===== src/rtl/sample_buffer_pkg.sv =====
// constants and carrier types for the sample buffer control block
// assumes an 8-bit register port driven by the serial interface front end
package sample_buffer_pkg;
	localparam logic [7:0] BUFFER_CONFIG_TWO_ADDR = 8'h27;
	localparam logic [7:0] BUFFER_CONFIG_TWO_RESET = 8'h00;
	localparam int FLUSH_BIT = 7;
	localparam int HOLD_AWAKE_BIT = 6;
	localparam int THRESHOLD_MSB = 5;
	localparam int THRESHOLD_W = 6;
	localparam int COUNT_W = 6;
	localparam logic [COUNT_W-1:0] BUFFER_DEPTH = 6'h20;
	localparam int SLEEP_W = 8;

	typedef enum logic [1:0] {
		MODE_OFF = 2'h0,
		MODE_STREAM = 2'h1,
		MODE_STOP = 2'h2,
		MODE_TRIGGER = 2'h3
	} buf_mode_t;

	typedef enum logic [2:0] {
		TRIG_ARMED = 3'h1,
		TRIG_COLLECT = 3'h2,
		TRIG_DONE = 3'h4
	} trig_state_t;

	typedef struct packed {
		logic flush;
		logic hold_awake;
		logic [THRESHOLD_W-1:0] threshold;
	} cfg_t;
endpackage


===== src/rtl/auto_sleep_timer.sv =====
// auto-sleep timer: counts output-data ticks while awake, sleeps at the period
// assumes i_tick is a one-cycle pulse per sample period
`timescale 1ns/10ps
`default_nettype none
module auto_sleep_timer
	import sample_buffer_pkg::*;
#(
	parameter int WIDTH = SLEEP_W
) (
	input wire logic i_clock,
	input wire logic i_rst_b,
	input wire logic i_tick,
	input wire logic i_restart,
	input wire logic i_hold,
	input wire logic [WIDTH-1:0] i_period,
	output logic o_asleep
);
	logic [WIDTH-1:0] count_r;
	logic [WIDTH-1:0] count_inc;
	logic run;

	assign count_inc = count_r + {{(WIDTH-1){1'b0}}, 1'b1};
	// a zero period leaves auto-sleep off
	assign run = !o_asleep && (i_period != '0) && i_tick;

	always_ff @(posedge i_clock or negedge i_rst_b) begin
		if (!i_rst_b) begin
			count_r <= '0;
			o_asleep <= 1'b0;
		end else if (i_restart || i_hold) begin
			count_r <= '0;
			o_asleep <= 1'b0;
		end else if (run) begin
			count_r <= count_inc;
			o_asleep <= (count_inc >= i_period);
		end
	end
endmodule
`default_nettype wire


===== src/rtl/sample_buffer_control.sv =====
// control of the output sample buffer: flush, fill threshold, trigger capture
// and the buffer's part in auto wake/sleep; storage itself sits outside and
// follows o_store, o_discard_oldest and o_flush one cycle after each request
//
// Contract
// - Writing 1 to bit 7 of the config register discards all samples and clears every buffer event flag.
// - A flush also clears the gate error flag and the gate sample count.
// - The flush bit clears itself within one cycle, so it always reads back 0.
// - With the keep-awake bit 0 (reset) the sleep logic ignores buffer flags; with 1 they count as activity.
// - With keep-awake set, flags left pending until the timer expires let the device sleep.
// - Clearing the flags by flush or sample read restarts the timer and keeps the device awake.
// - Keep-awake only acts in stream or stop mode.
// - A threshold of 0 disables the watermark flag.
// - In triggered mode the threshold caps the samples kept from before the trigger.
// - Mode 00b flushes the buffer and clears overrun, watermark and count.
// - After a trigger, later triggers are ignored, 32 minus threshold samples are taken, then overrun sets and capture stops until flush or empty.
// - Moving from standby to active or external-trigger mode flushes the buffer.
`timescale 1ns/10ps
`default_nettype none
module sample_buffer_control
	import sample_buffer_pkg::*;
#(
	parameter int SLEEP_PERIOD_W = SLEEP_W
) (
	input wire logic i_clock,
	input wire logic i_rst_b,
	input wire logic i_reg_wr,
	input wire logic i_reg_rd,
	input wire logic [7:0] i_reg_addr,
	input wire logic [7:0] i_reg_wdata,
	input wire logic [1:0] i_buf_mode,
	input wire logic i_buf_gate,
	input wire logic i_sample_push,
	input wire logic i_sample_pop,
	input wire logic i_trigger,
	input wire logic i_standby_exit,
	input wire logic i_odr_tick,
	input wire logic i_wake_activity,
	input wire logic [SLEEP_PERIOD_W-1:0] i_auto_sleep_period,
	output logic [7:0] o_reg_rdata,
	output logic [COUNT_W-1:0] o_sample_count,
	output logic o_watermark_flag,
	output logic o_overrun_flag,
	output logic o_store,
	output logic o_discard_oldest,
	output logic o_flush,
	output logic o_gate_clear,
	output logic o_asleep
);
	cfg_t cfg_r;
	trig_state_t trig_r;
	trig_state_t trig_nxt;
	logic [COUNT_W-1:0] post_r;
	logic [COUNT_W-1:0] post_nxt;
	logic [COUNT_W-1:0] count_nxt;
	logic ovf_nxt;
	logic asleep_q;
	logic flags_q;

	function automatic logic [COUNT_W-1:0] inc(input logic [COUNT_W-1:0] v);
		return v + {{(COUNT_W-1){1'b0}}, 1'b1};
	endfunction

	function automatic logic [COUNT_W-1:0] dec(input logic [COUNT_W-1:0] v);
		return v - {{(COUNT_W-1){1'b0}}, 1'b1};
	endfunction

	// register port decode
	wire cfg_hit = (i_reg_addr == BUFFER_CONFIG_TWO_ADDR);
	wire cfg_wr = i_reg_wr && cfg_hit;
	wire [7:0] cfg_read = {1'b0, cfg_r.hold_awake, cfg_r.threshold};

	wire buf_mode_t mode = buf_mode_t'(i_buf_mode);
	wire mode_off = (mode == MODE_OFF);
	wire mode_trig = (mode == MODE_TRIGGER);
	wire hold_eff = cfg_r.hold_awake && (mode == MODE_STREAM || mode == MODE_STOP);

	// auto transitions flush unless gated; triggered mode ignores the gate
	wire sleep_edge = (o_asleep != asleep_q);
	wire auto_flush = sleep_edge && (!i_buf_gate || mode_trig);
	wire flush_now = cfg_r.flush || mode_off || i_standby_exit || auto_flush;

	wire full = (o_sample_count == BUFFER_DEPTH);
	wire empty = (o_sample_count == '0);
	wire pop_ok = i_sample_pop && !empty;
	wire [COUNT_W-1:0] post_goal = BUFFER_DEPTH - COUNT_W'(cfg_r.threshold);
	wire pre_full = (o_sample_count >= cfg_r.threshold);

	// storage decisions per mode
	wire stream_drop = (mode == MODE_STREAM) && full;
	wire stop_block = (mode == MODE_STOP) && (full || o_overrun_flag);
	wire trig_pre = mode_trig && (trig_r == TRIG_ARMED);
	wire trig_block = mode_trig && ((trig_r == TRIG_DONE) || (trig_pre && cfg_r.threshold == '0));
	wire trig_drop = trig_pre && pre_full && (cfg_r.threshold != '0);
	wire push_ok = i_sample_push && !flush_now && !stop_block && !trig_block;
	wire drop_ok = push_ok && (stream_drop || trig_drop);
	wire trig_fire = trig_pre && i_trigger;
	wire post_last = (trig_r == TRIG_COLLECT) && push_ok && (inc(post_r) >= post_goal);

	always_comb begin
		count_nxt = o_sample_count;
		if (flush_now) begin
			count_nxt = '0;
		end else if (push_ok && !drop_ok && !pop_ok) begin
			count_nxt = inc(o_sample_count);
		end else if (pop_ok && !(push_ok && !drop_ok)) begin
			count_nxt = dec(o_sample_count);
		end
	end

	always_comb begin
		trig_nxt = trig_r;
		post_nxt = post_r;
		case (trig_r)
			TRIG_ARMED: begin
				if (trig_fire && !flush_now) begin
					trig_nxt = TRIG_COLLECT;
					post_nxt = '0;
				end
			end
			TRIG_COLLECT: begin
				// further triggers are ignored here
				if (post_last) begin
					trig_nxt = TRIG_DONE;
				end else if (push_ok) begin
					post_nxt = inc(post_r);
				end
			end
			TRIG_DONE: begin
				if (count_nxt == '0) begin
					trig_nxt = TRIG_ARMED;
				end
			end
			default: begin
				trig_nxt = TRIG_ARMED;
			end
		endcase
		if (flush_now || !mode_trig) begin
			trig_nxt = TRIG_ARMED;
			post_nxt = '0;
		end
	end

	// overrun: stream or stop on a push into a full buffer, or end of capture
	always_comb begin
		ovf_nxt = o_overrun_flag;
		if (i_sample_push && !flush_now && (mode == MODE_STREAM || mode == MODE_STOP) && full) begin
			ovf_nxt = 1'b1;
		end else if (post_last) begin
			ovf_nxt = 1'b1;
		end else if (flush_now || pop_ok) begin
			ovf_nxt = 1'b0;
		end
	end

	wire wmrk_nxt = (cfg_r.threshold != '0) && !mode_trig &&
		(COUNT_W'(cfg_r.threshold) <= count_nxt) && !flush_now;
	wire flags_now = o_watermark_flag || o_overrun_flag;
	wire flags_cleared = flags_q && !flags_now;
	wire flags_raised = !flags_q && flags_now;
	// only edges of the flags matter; a flag left pending lets the timer run out
	wire timer_restart = i_wake_activity || trig_fire || (hold_eff && (flags_cleared || flags_raised));
	wire timer_hold = mode_trig && (trig_r != TRIG_ARMED);
	wire emptied = pop_ok && (o_sample_count == {{(COUNT_W-1){1'b0}}, 1'b1});

	auto_sleep_timer #(
		.WIDTH(SLEEP_PERIOD_W)
	) u_timer (
		.i_clock(i_clock),
		.i_rst_b(i_rst_b),
		.i_tick(i_odr_tick),
		.i_restart(timer_restart),
		.i_hold(timer_hold),
		.i_period(i_auto_sleep_period),
		.o_asleep(o_asleep)
	);

	always_ff @(posedge i_clock or negedge i_rst_b) begin
		if (!i_rst_b) begin
			cfg_r <= cfg_t'(BUFFER_CONFIG_TWO_RESET);
		end else if (cfg_wr) begin
			cfg_r <= cfg_t'(i_reg_wdata);
		end else begin
			cfg_r.flush <= 1'b0;
		end
	end

	always_ff @(posedge i_clock or negedge i_rst_b) begin
		if (!i_rst_b) begin
			o_reg_rdata <= 8'h00;
		end else if (i_reg_rd) begin
			o_reg_rdata <= cfg_hit ? cfg_read : 8'h00;
		end
	end

	always_ff @(posedge i_clock or negedge i_rst_b) begin
		if (!i_rst_b) begin
			o_sample_count <= '0;
			o_watermark_flag <= 1'b0;
			o_overrun_flag <= 1'b0;
			trig_r <= TRIG_ARMED;
			post_r <= '0;
			asleep_q <= 1'b0;
			flags_q <= 1'b0;
		end else begin
			o_sample_count <= count_nxt;
			o_watermark_flag <= wmrk_nxt;
			o_overrun_flag <= ovf_nxt;
			trig_r <= trig_nxt;
			post_r <= post_nxt;
			asleep_q <= o_asleep;
			flags_q <= flags_now;
		end
	end

	always_ff @(posedge i_clock or negedge i_rst_b) begin
		if (!i_rst_b) begin
			o_store <= 1'b0;
			o_discard_oldest <= 1'b0;
			o_flush <= 1'b0;
			o_gate_clear <= 1'b0;
		end else begin
			o_store <= push_ok;
			o_discard_oldest <= drop_ok;
			o_flush <= flush_now;
			o_gate_clear <= flush_now || emptied;
		end
	end
endmodule
`default_nettype wire


===== config.mk =====
export PLATFORM = sky130hd
export DESIGN_NAME = sample_buffer_control
export DESIGN_NICKNAME = d
export VERILOG_FILES = /design/src/rtl/sample_buffer_pkg.sv /design/src/rtl/auto_sleep_timer.sv /design/src/rtl/sample_buffer_control.sv
export SDC_FILE = /design/constraint.sdc
export NUM_CORES = 1
export LEC_CHECK = 0
export BUFFER_PORTS_ARGS = -buffer_cell sky130_fd_sc_hd__buf_2
export CAP_MARGIN = 40
export CORE_MARGIN = 4
export CORE_UTILIZATION = 30
export DETAILED_ROUTE_END_ITERATION = 16
export GPL_TIMING_DRIVEN = 1
export SLEW_MARGIN = 30
export SYNTH_ARGS = -nofsm -noshare
export SYNTH_HDL_FRONTEND = slang
export SYNTH_SLANG_ARGS = --single-unit

===== constraint.sdc =====
create_clock -name i_clock -period 5.44 [get_ports i_clock]
set_clock_uncertainty 0.05 [all_clocks]
set_input_delay 0 -clock i_clock [delete_from_list [all_inputs] [get_ports i_clock]]
set_output_delay 0 -clock i_clock [all_outputs]
set_load 0.1 [all_outputs]

# Word level (Yosys, flattened, before mapping)
# Cells that the tools add are included.
[word_totals]
ramBits = 0
latchBits = 0
romBits = 0
output_inout_bits = 21
memories = 0
regBits = 48
in_bits = 37
elab_cells = 137
[classes]
shift = 0
div_mod_pow = 0
muxes = 22
order_cmp = 4
mul = 0
reduce_logical = 73
add_sub_neg = 5
bitwise_logic = 0
eq_ne = 16
[ops]
columns = ["cell", "count"]
rows = [
  ["two-way mux 6 bit", 7],
  ["logical AND 1 bit", 34],
  ["logical NOT 6 bit", 3],
  ["logical OR 1 bit", 16],
  ["two-way mux 8 bit", 2],
  ["adder 6 x 1 -> 6 bit, second input constant", 2],
  ["greater-or-equal comparator 6 bit", 2],
  ["logical NOT 1 bit", 12],
  ["two-way mux 3 bit", 4],
  ["one-hot mux 6 bit (2 select lines)", 1],
  ["inequality test 3 x 1 -> 1 bit, second input constant", 3],
  ["inequality test 3 x 2 -> 1 bit, second input constant", 3],
  ["one-hot mux 3 bit (3 select lines)", 1],
  ["adder 8 x 1 -> 8 bit, second input constant", 1],
  ["== test 8 x 6 -> 1 bit, second input constant", 1],
  ["greater-or-equal comparator 8 bit", 1],
  ["nonzero test 8 bit", 1],
  ["two-way mux 7 bit", 1],
  ["== test 6 x 1 -> 1 bit, second input constant", 1],
  ["== test 6 bit, second input constant", 1],
  ["less-or-equal comparator 6 bit", 1],
  ["two-way mux 1 bit", 6],
  ["nonzero test 3 bit", 2],
  ["nonzero test 6 bit", 1],
  ["other kinds (12)", 13],
]

# Depth between registers and ports, before layout
# Gate-level depths: netlist of run 1.
[logic_depth]
ltp_word = 20
depth_mapped = 20
ltp_nobuf = 20

# Hierarchy
# Synthesis of run 1 repeated with hierarchy kept, for this count alone.
[hier_totals]
cells_unflattened = 374
area_unflattened_um2 = 3433.3
[modules_own_cells]
columns = ["module", "instances", "seq_area_each_um2", "area_per_inst_um2", "cells_each"]
rows = [
  ["sample_buffer_control", 1, 952.2, 2676.3, 290],
  ["auto_sleep_timer", 1, 225.2, 757.0, 84],
]

# Least setup slack after synthesis of run 1
# OpenSTA, ideal clock, no wires.
[synth_timing]
kind = "reg-to-reg"
startpoint = "reg o_sample_count[0]"
endpoint = "reg o_watermark_flag"
period_less_slack_ps = 4306
path_buffers = 0
setup_time_ps = 101
slack_ps = 1134
required_time_ps = 5289
t_arrival_ps = 4155
stages_incl_launch_ff = 19
cell_sequence = "dfrtp_1 -> inv_1 -> ha_1 -> nor4b_1 -> and3_1 -> a211o_2 -> inv_1 -> nand3_1 -> a21boi_0 -> a211o_1 -> ha_1 -> nor2b_1 -> o21a_1 -> o21a_1 -> o21ai_0 -> nand2b_1 -> a21oi_1 -> a31oi_1 -> nor4_1"
[synth_between]
elab_chain_cells = 17
word_cells_on_any_way = 29
classes_between = "add/sub: 2; order compare: 2; eq/ne: 1; mux: 3; reduce/logical: 21"
[synth_lines]
columns = ["item", "line", "text"]
rows = [
  ["from (decl)", "sample_buffer_control.sv:41", "output logic [COUNT_W-1:0] o_sample_count,"],
  ["from (signal assigned)", "sample_buffer_control.sv:206", "o_sample_count <= count_nxt;"],
  ["== test 6 bit *", "sample_buffer_control.sv:83", "wire full = (o_sample_count == BUFFER_DEPTH);"],
  ["logical OR 1 bit *", "sample_buffer_control.sv:91", "wire stop_block = (mode == MODE_STOP) && (full || o_overrun_flag);"],
  ["logical AND 1 bit *", "sample_buffer_control.sv:91", ""],
  ["logical NOT 1 bit *", "sample_buffer_control.sv:95", "wire push_ok = i_sample_push && !flush_now && !stop_block && !trig_block;"],
  ["logical AND 1 bit * (2 in a row)", "sample_buffer_control.sv:95", ""],
  ["net push_ok", "sample_buffer_control.sv:95", ""],
  ["logical AND 1 bit", "sample_buffer_control.sv:96", "wire drop_ok = push_ok && (stream_drop || trig_drop);"],
  ["logical NOT 1 bit", "sample_buffer_control.sv:104, sample_buffer_control.sv:106", ""],
  ["[... 2 more ...]", "-", ""],
  ["logical AND 1 bit", "sample_buffer_control.sv:106", "end else if (pop_ok && !(push_ok && !drop_ok)) begin"],
  ["two-way mux 6 bit", "sample_buffer_control.sv:106", ""],
  ["two-way mux 6 bit *", "sample_buffer_control.sv:104", "end else if (push_ok && !drop_ok && !pop_ok) begin"],
  ["two-way mux 6 bit *", "sample_buffer_control.sv:102", "if (flush_now) begin"],
  ["less-or-equal comparator 6 bit *", "sample_buffer_control.sv:157", "(COUNT_W'(cfg_r.threshold) <= count_nxt) && !flush_now;"],
  ["logical AND 1 bit *", "sample_buffer_control.sv:156", "wire wmrk_nxt = (cfg_r.threshold != '0) && !mode_trig &&"],
  ["logical AND 1 bit *", "sample_buffer_control.sv:157", ""],
  ["net wmrk_nxt", "sample_buffer_control.sv:156", ""],
  ["to (signal assigned)", "sample_buffer_control.sv:207", "o_watermark_flag <= wmrk_nxt;"],
  ["to (decl)", "sample_buffer_control.sv:42", "output logic o_watermark_flag,"],
]
# Mark *: on every way through the listed nets, which the timed path passes. The rest lies on a longest branch.
# A chain may end at the register's enable or synchronous reset.

# Worst setup path after layout of run 1
[layout_timing]
startpoint = "reg o_sample_count[3]"
endpoint = "reg o_watermark_flag"
[layout_between]
elab_chain_cells = 17
word_cells_on_any_way = 29
classes_between = "add/sub: 2; order compare: 2; eq/ne: 1; mux: 3; reduce/logical: 21"
[layout_lines]
columns = ["item", "line"]
rows = [
  ["parallel branches: the longest is 12 deep, another holds greater-or-equal comparator 6 bit", "-"],
  ["two-way mux 6 bit *", "sample_buffer_control.sv:104"],
  ["two-way mux 6 bit *", "sample_buffer_control.sv:102"],
  ["less-or-equal comparator 6 bit *", "sample_buffer_control.sv:157"],
  ["logical AND 1 bit *", "sample_buffer_control.sv:156"],
  ["logical AND 1 bit *", "sample_buffer_control.sv:157"],
  ["net wmrk_nxt", "sample_buffer_control.sv:156"],
]
# Mark *: on every way through the listed nets, which the timed path passes.

==> results.yml, run 1 <==
status:
  status: "completed"
finish:
  layout_commonest_cell: "buf_2"
  area_growth_pct: 19.8
  final_net_count: 499
  drive_gt1_frac: 0.200
  final_cell_mix: "buf_2 (56), dfrtp_1 (46), ha_1 (37)"
  insertedDiodeCount: 0
  finish.utilization: 0.367
synth:
  synth-seq-cells: 47
  yosysSeqAreaShare: 0.355
  ys_top_cells_by_area: "dfrtp_1 (35%), ha_1 (14%), inv_1 (3.7%)"
  ys_async_sr_fraction: 1.00
  netlist_instances: 356
  syn-cell-area_um2: 3320
  synth_edf_count: 0
  ys_types: 60
  yosysTopAreaCellShare: 0.347
  synth.net_count: 430
  synth_flop_cell: "dfrtp_1"
  synth.largest_area_cell: "dfrtp_1"
  syn_avg_cell_area_um2: 9.32
  yosysWarnings: 0
grt:
  grt_first_pass_wirelength_um: 13800
  grt_max_degree: 48
  overflow: 0
  grt_pass1_vias: 2928
  grt_use_total: 0.132
  antenna_found_initial: 0
timing:
  worst_pin_slew_ns: 0.699
  max_freq_ghz: 0.248
  setup_violations: 0
  final_max_slew_viol_count: 0
  finalSetupTns_ns: 0
  period_share: 0.742
  rsz0062_at_grt: "no"
  finalHoldViolCount: 0
  setup_ws_ns: 1.40
  relSlewSlack: 0.531
  fin_crit_ns: 4.04
route:
  via_per_inst: 5.04
  drc: 0
  vias: 2853
  ant_nets: 0
  wl_per_cell_um: 14.5
  drt_iter0_drc: 102
  finalWirelength_um: 8200
  firstDrtPassIters: 4
die:
  io_pins: 58
  floorplan.initialDensity: 0.306
  core_um2: 10800
  die_height_um: 113
  dieWidth_um: 113
  num_rows: 38
  die-area_um2: 12800
placed_design:
  dp_hpwl_um: 6380
  gp_congestion: 0.870
  place_ws_ns: 1.44
  port_buffers: 56
critical_path:
  crit_required_ns: 5.60
  critical_path.endpoint_type: "flop"
  cp_max_fo: 12
  rrSetupSlack_ns: 1.40
  critical_path_class: "flop to flop"
  startpoint_type: "flop"
  arrival_ns: 4.20
clocking:
  cts_sinks: 47
  cts_root_buf: "clkbuf_8"
  cts.htree.levels: 2
  clock_latency_ns: 0.31
  cts.repair_timing.setup_buffer_count: 0
  holdBufCountCts: 11
  ctsResizeCount: 0
  cts_tree: "done"
  cts_buffers: 5
  cts_buffer_depth: 2
  clk_transition_reported_paths_ns: 0.10
hold_path:
  hold_path_class: "primary input to flop"
power_and_ir_drop:
  p_leak_nw: 1.95
  ir_drop_mv: 0.173
  finalPower_mw: 1.41
  powerDensity_nw_per_um2: 354
run:
  cap_viol_max_count: 0
area by class of cell:
type / instances / area (um^2)
clock buffers: 5 / 68.8
clock inverters: 3 / 43.8
fillers: 1103 / 6860
inverters: 34 / 128
multi-input cells: 269 / 1990
flip-flops and latches: 47 / 1180
well taps: 140 / 175
repair buffers: 68 / 398
metal layers:
layer / wire length, um / track usage
met1: 3830 / 0.178
met2: 3640 / 0.211
met3: 566 / 0.0310
met4: 163 / 0.0369
met5: 0 / 0
stage by stage:
step | area, um^2 | std cells | hold slack [ns]
finish | 3980 | 566 | 0.0116
global route | 3980 | 566 | 0.0171
CTS | 3980 | 566 | 0.0100
detailed placement | 3750 | 547 | 0.103
global placement | 3750 | 547 | 0.0923
floorplan | 3320 | 356 | -0.346
worst max-delay path: stages (launching register included):
cell,delay [ns]
dfrtp_1,0.51
ha_1,0.37
a2111oi_0,0.45
o21a_1,0.24
o31a_1,0.30
nand2_1,0.11
nand2_1,0.13
a21boi_0,0.13
a211o_1,0.32
ha_1,0.28
nor2b_1,0.14
o21a_1,0.17
o21a_1,0.16
o21ai_0,0.16
nand2b_1,0.08
a21oi_1,0.14
a31oi_1,0.05
nor4_1,0.16
cell families (layout without fill, tap and decap cells):
family	after synthesis	in the layout	synth area share
buffers and inverters	40	110	0.0471
and+or+nand+nor	126	126	0.208
muxes	9	9	0.0298
other	1	1	0.00113
DFF	47	47	0.355
adders and majority gates	37	37	0.139
xor gates and xnor gates	24	24	0.0633
AOI/OAI and AO/OA	72	72	0.156
flip-flops by register name (all words and copies together), names as in the netlist, 3 cells and up:
name,cells
cfg_r,8
o_reg_rdata,7
o_sample_count,6
post_r,6
trig_r,3
u_timer.count_r,8
synth_stat cells, types with 2 or more instances:
master,number
and3_1,3
a211o_1,2
o31a_1,2
o21a_1,6
nor4_1,2
nand4b_1,3
nand3_1,21
a21o_1,5
o31ai_1,3
or2_2,3
nand3b_1,2
a21oi_1,7
nand2_1,23
nand4_1,2
o21ai_0,17
nor3b_1,3
nor2_1,23
nor3_1,4
ha_1,37
nor2b_1,5
a2111oi_0,3
mux2i_1,2
clkbuf_1,3
buf_2,2
mux2_2,7
dfrtp_1,46
or3_1,8
xor2_1,13
nor4b_1,2
nand2b_1,11
a31oi_1,3
o211ai_1,3
inv_1,33
a211oi_1,5
a22oi_1,2
a22o_1,3
or4_1,4
xnor2_1,11
where the power goes:
group	internal, mW	switching (mW)	leakage (nW)
Clock	0.137	0.131	0.0581
Combinational	0.245	0.460	1.25
Sequential	0.377	0.0560	0.642
Total	0.759	0.647	1.95
final timing paths:
path | startpoint | endpoint | depth (start not counted)
setup reg to reg | o_sample_count[3] | o_watermark_flag | 17
min in group asynchronous | i_rst_b | o_reg_rdata[3] | 3
setup / recovery | o_sample_count[3] | o_watermark_flag | 17
max in group asynchronous | i_rst_b | u_timer.count_r[0] | 3
hold reg to reg | o_reg_rdata[2] | o_reg_rdata[2] | 2
hold / removal | i_reg_rd | o_reg_rdata[5] | 2
No activity file was read; power rests on OpenSTA's default activity.
==> run 2, diff against run 1 <==
clock period = 3.6 ns   (was 5.44 ns; I/O delays follow)
==> run 2 against run 1 <==
Combinational power increased by 91%. Clock-buffer cell count rose by 1. Sequential share of layout area shrank 1.9 points. Fmax rose by 14%. Critical endpoint unchanged. Global-route usage rose by 0.84 points. Flip-flop and latch count unchanged.
==> results.yml, run 2 (synthesis gave the netlist of run 1 again) <==
route:
  finalWirelength_um: 8820
  wl_per_cell_um: 14.8
  firstDrtPassIters: 4
  ant_nets: 0
  vias: 2975
  via_per_inst: 4.99
  drc: 0
  drt_iter0_drc: 184
status:
  status: "completed"
die:
  dieWidth_um: 113
  num_rows: 38
  io_pins: 58
  die_height_um: 113
  core_um2: 10800
  floorplan.initialDensity: 0.306
  die-area_um2: 12800
timing:
  max_freq_ghz: 0.283
  final_max_slew_viol_count: 0
  period_share: 0.982
  worst_hold_slack_ns: 0.0870
  rsz0062_at_grt: "yes"
  worst_pin_slew_ns: 0.716
  fin_crit_ns: 3.54
  relSlewSlack: 0.520
  finalHoldViolCount: 0
  setup_violations: 0
  finalSetupTns_ns: 0
grt:
  antenna_found_initial: 0
  grt_pass1_vias: 3065
  overflow: 0
  grt_use_total: 0.140
  grt_max_degree: 35
  grt_first_pass_wirelength_um: 14700
finish:
  multi_input_area_um2: 2070
  regArea_um2: 1200
  fill_cells: 1073
  final_cell_mix: "buf_2 (56), dfrtp_1 (39), ha_1 (35)"
  top_regs: "cfg_r (8), u_timer.count_r (8), o_reg_rdata (7)"
  layout_commonest_cell: "buf_2"
  drive_gt1_frac: 0.298
  insertedDiodeCount: 0
  area_growth_pct: 30.2
  finish.utilization: 0.399
  final_net_count: 529
clocking:
  clock_latency_ns: 0.30
  clk_transition_reported_paths_ns: 0.09
  cts_sinks: 47
  cts_buffer_depth: 2
  cts_root_buf: "clkbuf_8"
  cts.htree.levels: 2
  cts_tree: "done"
  cts_buffers: 5
critical_path:
  crit_family: "compound AO/OA/AOI/OAI gates"
  worst-path-buf-inv: 3
  crit_top_cell: "o21a_1"
  arrival_ns: 3.69
  slowest_delay_ns: 0.54
  rr_worst_depth: 18
  cp_cell_sequence: "ha_1 > o211ai_1 > o21a_1 > buf_4 > buf_4 > o31ai_2 > o21ai_0 > o22a_1 > mux2i_1 > inv_1 > ha_1 > o21a_1 > o21a_1 > o21ai_1 > nand2b_1 > a21oi_2 > a31oi_1 > nor4_1"
  rrSetupSlack_ns: 0.06
  cp_max_fo: 8
  r2r-end: "o_watermark_flag"
  critical_path.endpoint_type: "flop"
  crit_required_ns: 3.75
  timing.rr.start: "o_sample_count[1]"
  critical_path_class: "flop to flop"
  slowest_stage: "dfrtp_4"
  startpoint_type: "flop"
power_and_ir_drop:
  ir_drop_mv: 0.333
  p_comb_frac: 0.564
  switching_share: 0.434
  finalPower_mw: 2.40
  internal-power_mw: 1.36
  pwr-share-seq: 0.262
  switchingPower_mw: 1.04
  p_leak_nw: 2.11
  powerDensity_nw_per_um2: 555
  p_clk_frac: 0.174
placed_design:
  dp_hpwl_um: 6800
  port_buffers: 56
  gp_congestion: 0.844
hold_path:
  hold_path_class: "primary input to async pin"
run:
  cap_viol_max_count: 0
[run 2: cell count changes in the layout (fill, tap and decap cells not counted), moves of 2 or more]
cell / change
dfrtp_1: -7
dfrtp_2: +3
inv_1: -6
buf_4: +29
dfrtp_4: +4
ha_1: -2
nand2_1: -2
nand2_2: +2
ha_4: +2
inv_2: +5
[run 2: worst reg2reg max path, delay by kind of cell (launching register included)]
| family | cells | cell delay [ns] |
|---|---|---|
| AOI/OAI and AO/OA | 10 | 1.44 |
| adders and majority gates | 2 | 0.59 |
| DFF | 1 | 0.54 |
| buffers and inverters | 3 | 0.35 |
| and+or+nand+nor | 2 | 0.30 |
| muxes | 1 | 0.19 |
[run 2: how the worst max path moves through the flow]
| stage | cells after the start | from | slack [ns] | to |
|---|---|---|---|---|
| 2_1_floorplan | 17 | o_sample_count[3] | 0.007 | o_watermark_flag |
| 3_3_place_gp | 18 | cfg_r[3] | 0.11 | o_watermark_flag |
| 3_5_place_dp | 18 | cfg_r[3] | 0.02 | o_watermark_flag |
| 4_1_cts | 18 | cfg_r[3] | 0.003 | o_watermark_flag |
| 5_1_grt | 17 | cfg_r[3] | -0.15 | o_watermark_flag |
| 6_report | 18 | o_sample_count[1] | 0.06 | o_watermark_flag |
[run 2: metrics by stage]
step | setup WS (ns) | area [um^2] | instances
3_5_place_dp | 0.0173 | 3980 | 570
4_1_cts | 0.00336 | 4230 | 591
3_3_place_gp | 0.113 | 3980 | 570
6_report | 0.0643 | 4320 | 596
5_1_grt | -0.152 | 4320 | 596
2_1_floorplan | 0.00724 | 3370 | 356
[run 2: power groups by stage]
| stage | Clock (mW) | Combinational [mW] | Sequential (mW) |
|---|---|---|---|
| final | 0.418 | 1.35 | 0.629 |
| after global routing | 0.455 | 1.47 | 0.635 |
| after CTS | 0.430 | 1.25 | 0.629 |
| after detailed placement | 0 | 1.21 | 0.639 |
| after global placement | 0 | 1.19 | 0.638 |
| after floorplan | 0 | 0.615 | 0.892 |
[run 2: metal layers]
layer	up-vias	global-route usage	wire (um)
met1	1389	0.193	4250
met5	-	0	0
met2	97	0.226	3850
li1	1473	-	-
met4	0	0.0417	192
met3	16	0.0230	519
[run 2: repair_timing]
| item | CTS | global route |
|---|---|---|
| buffers inserted | 1 | 5 |
| setup endpoints to repair | 1 | 1 |
| gates resized for setup | 0 | 14 |
| hold buffers | 12 | 0 |
| pin swaps | 0 | 3 |
| hold endpoints to repair | 25 | 0 |
[run 2: final cells by class]
type / count / share of cell area
multi-input combinational: 269 / 0.480
sequential: 47 / 0.277
timing repair buffer: 98 / 0.145
tap: 140 / 0.0405
inverter: 34 / 0.0301
clock buffer: 6 / 0.0191
clock inverter: 2 / 0.00898
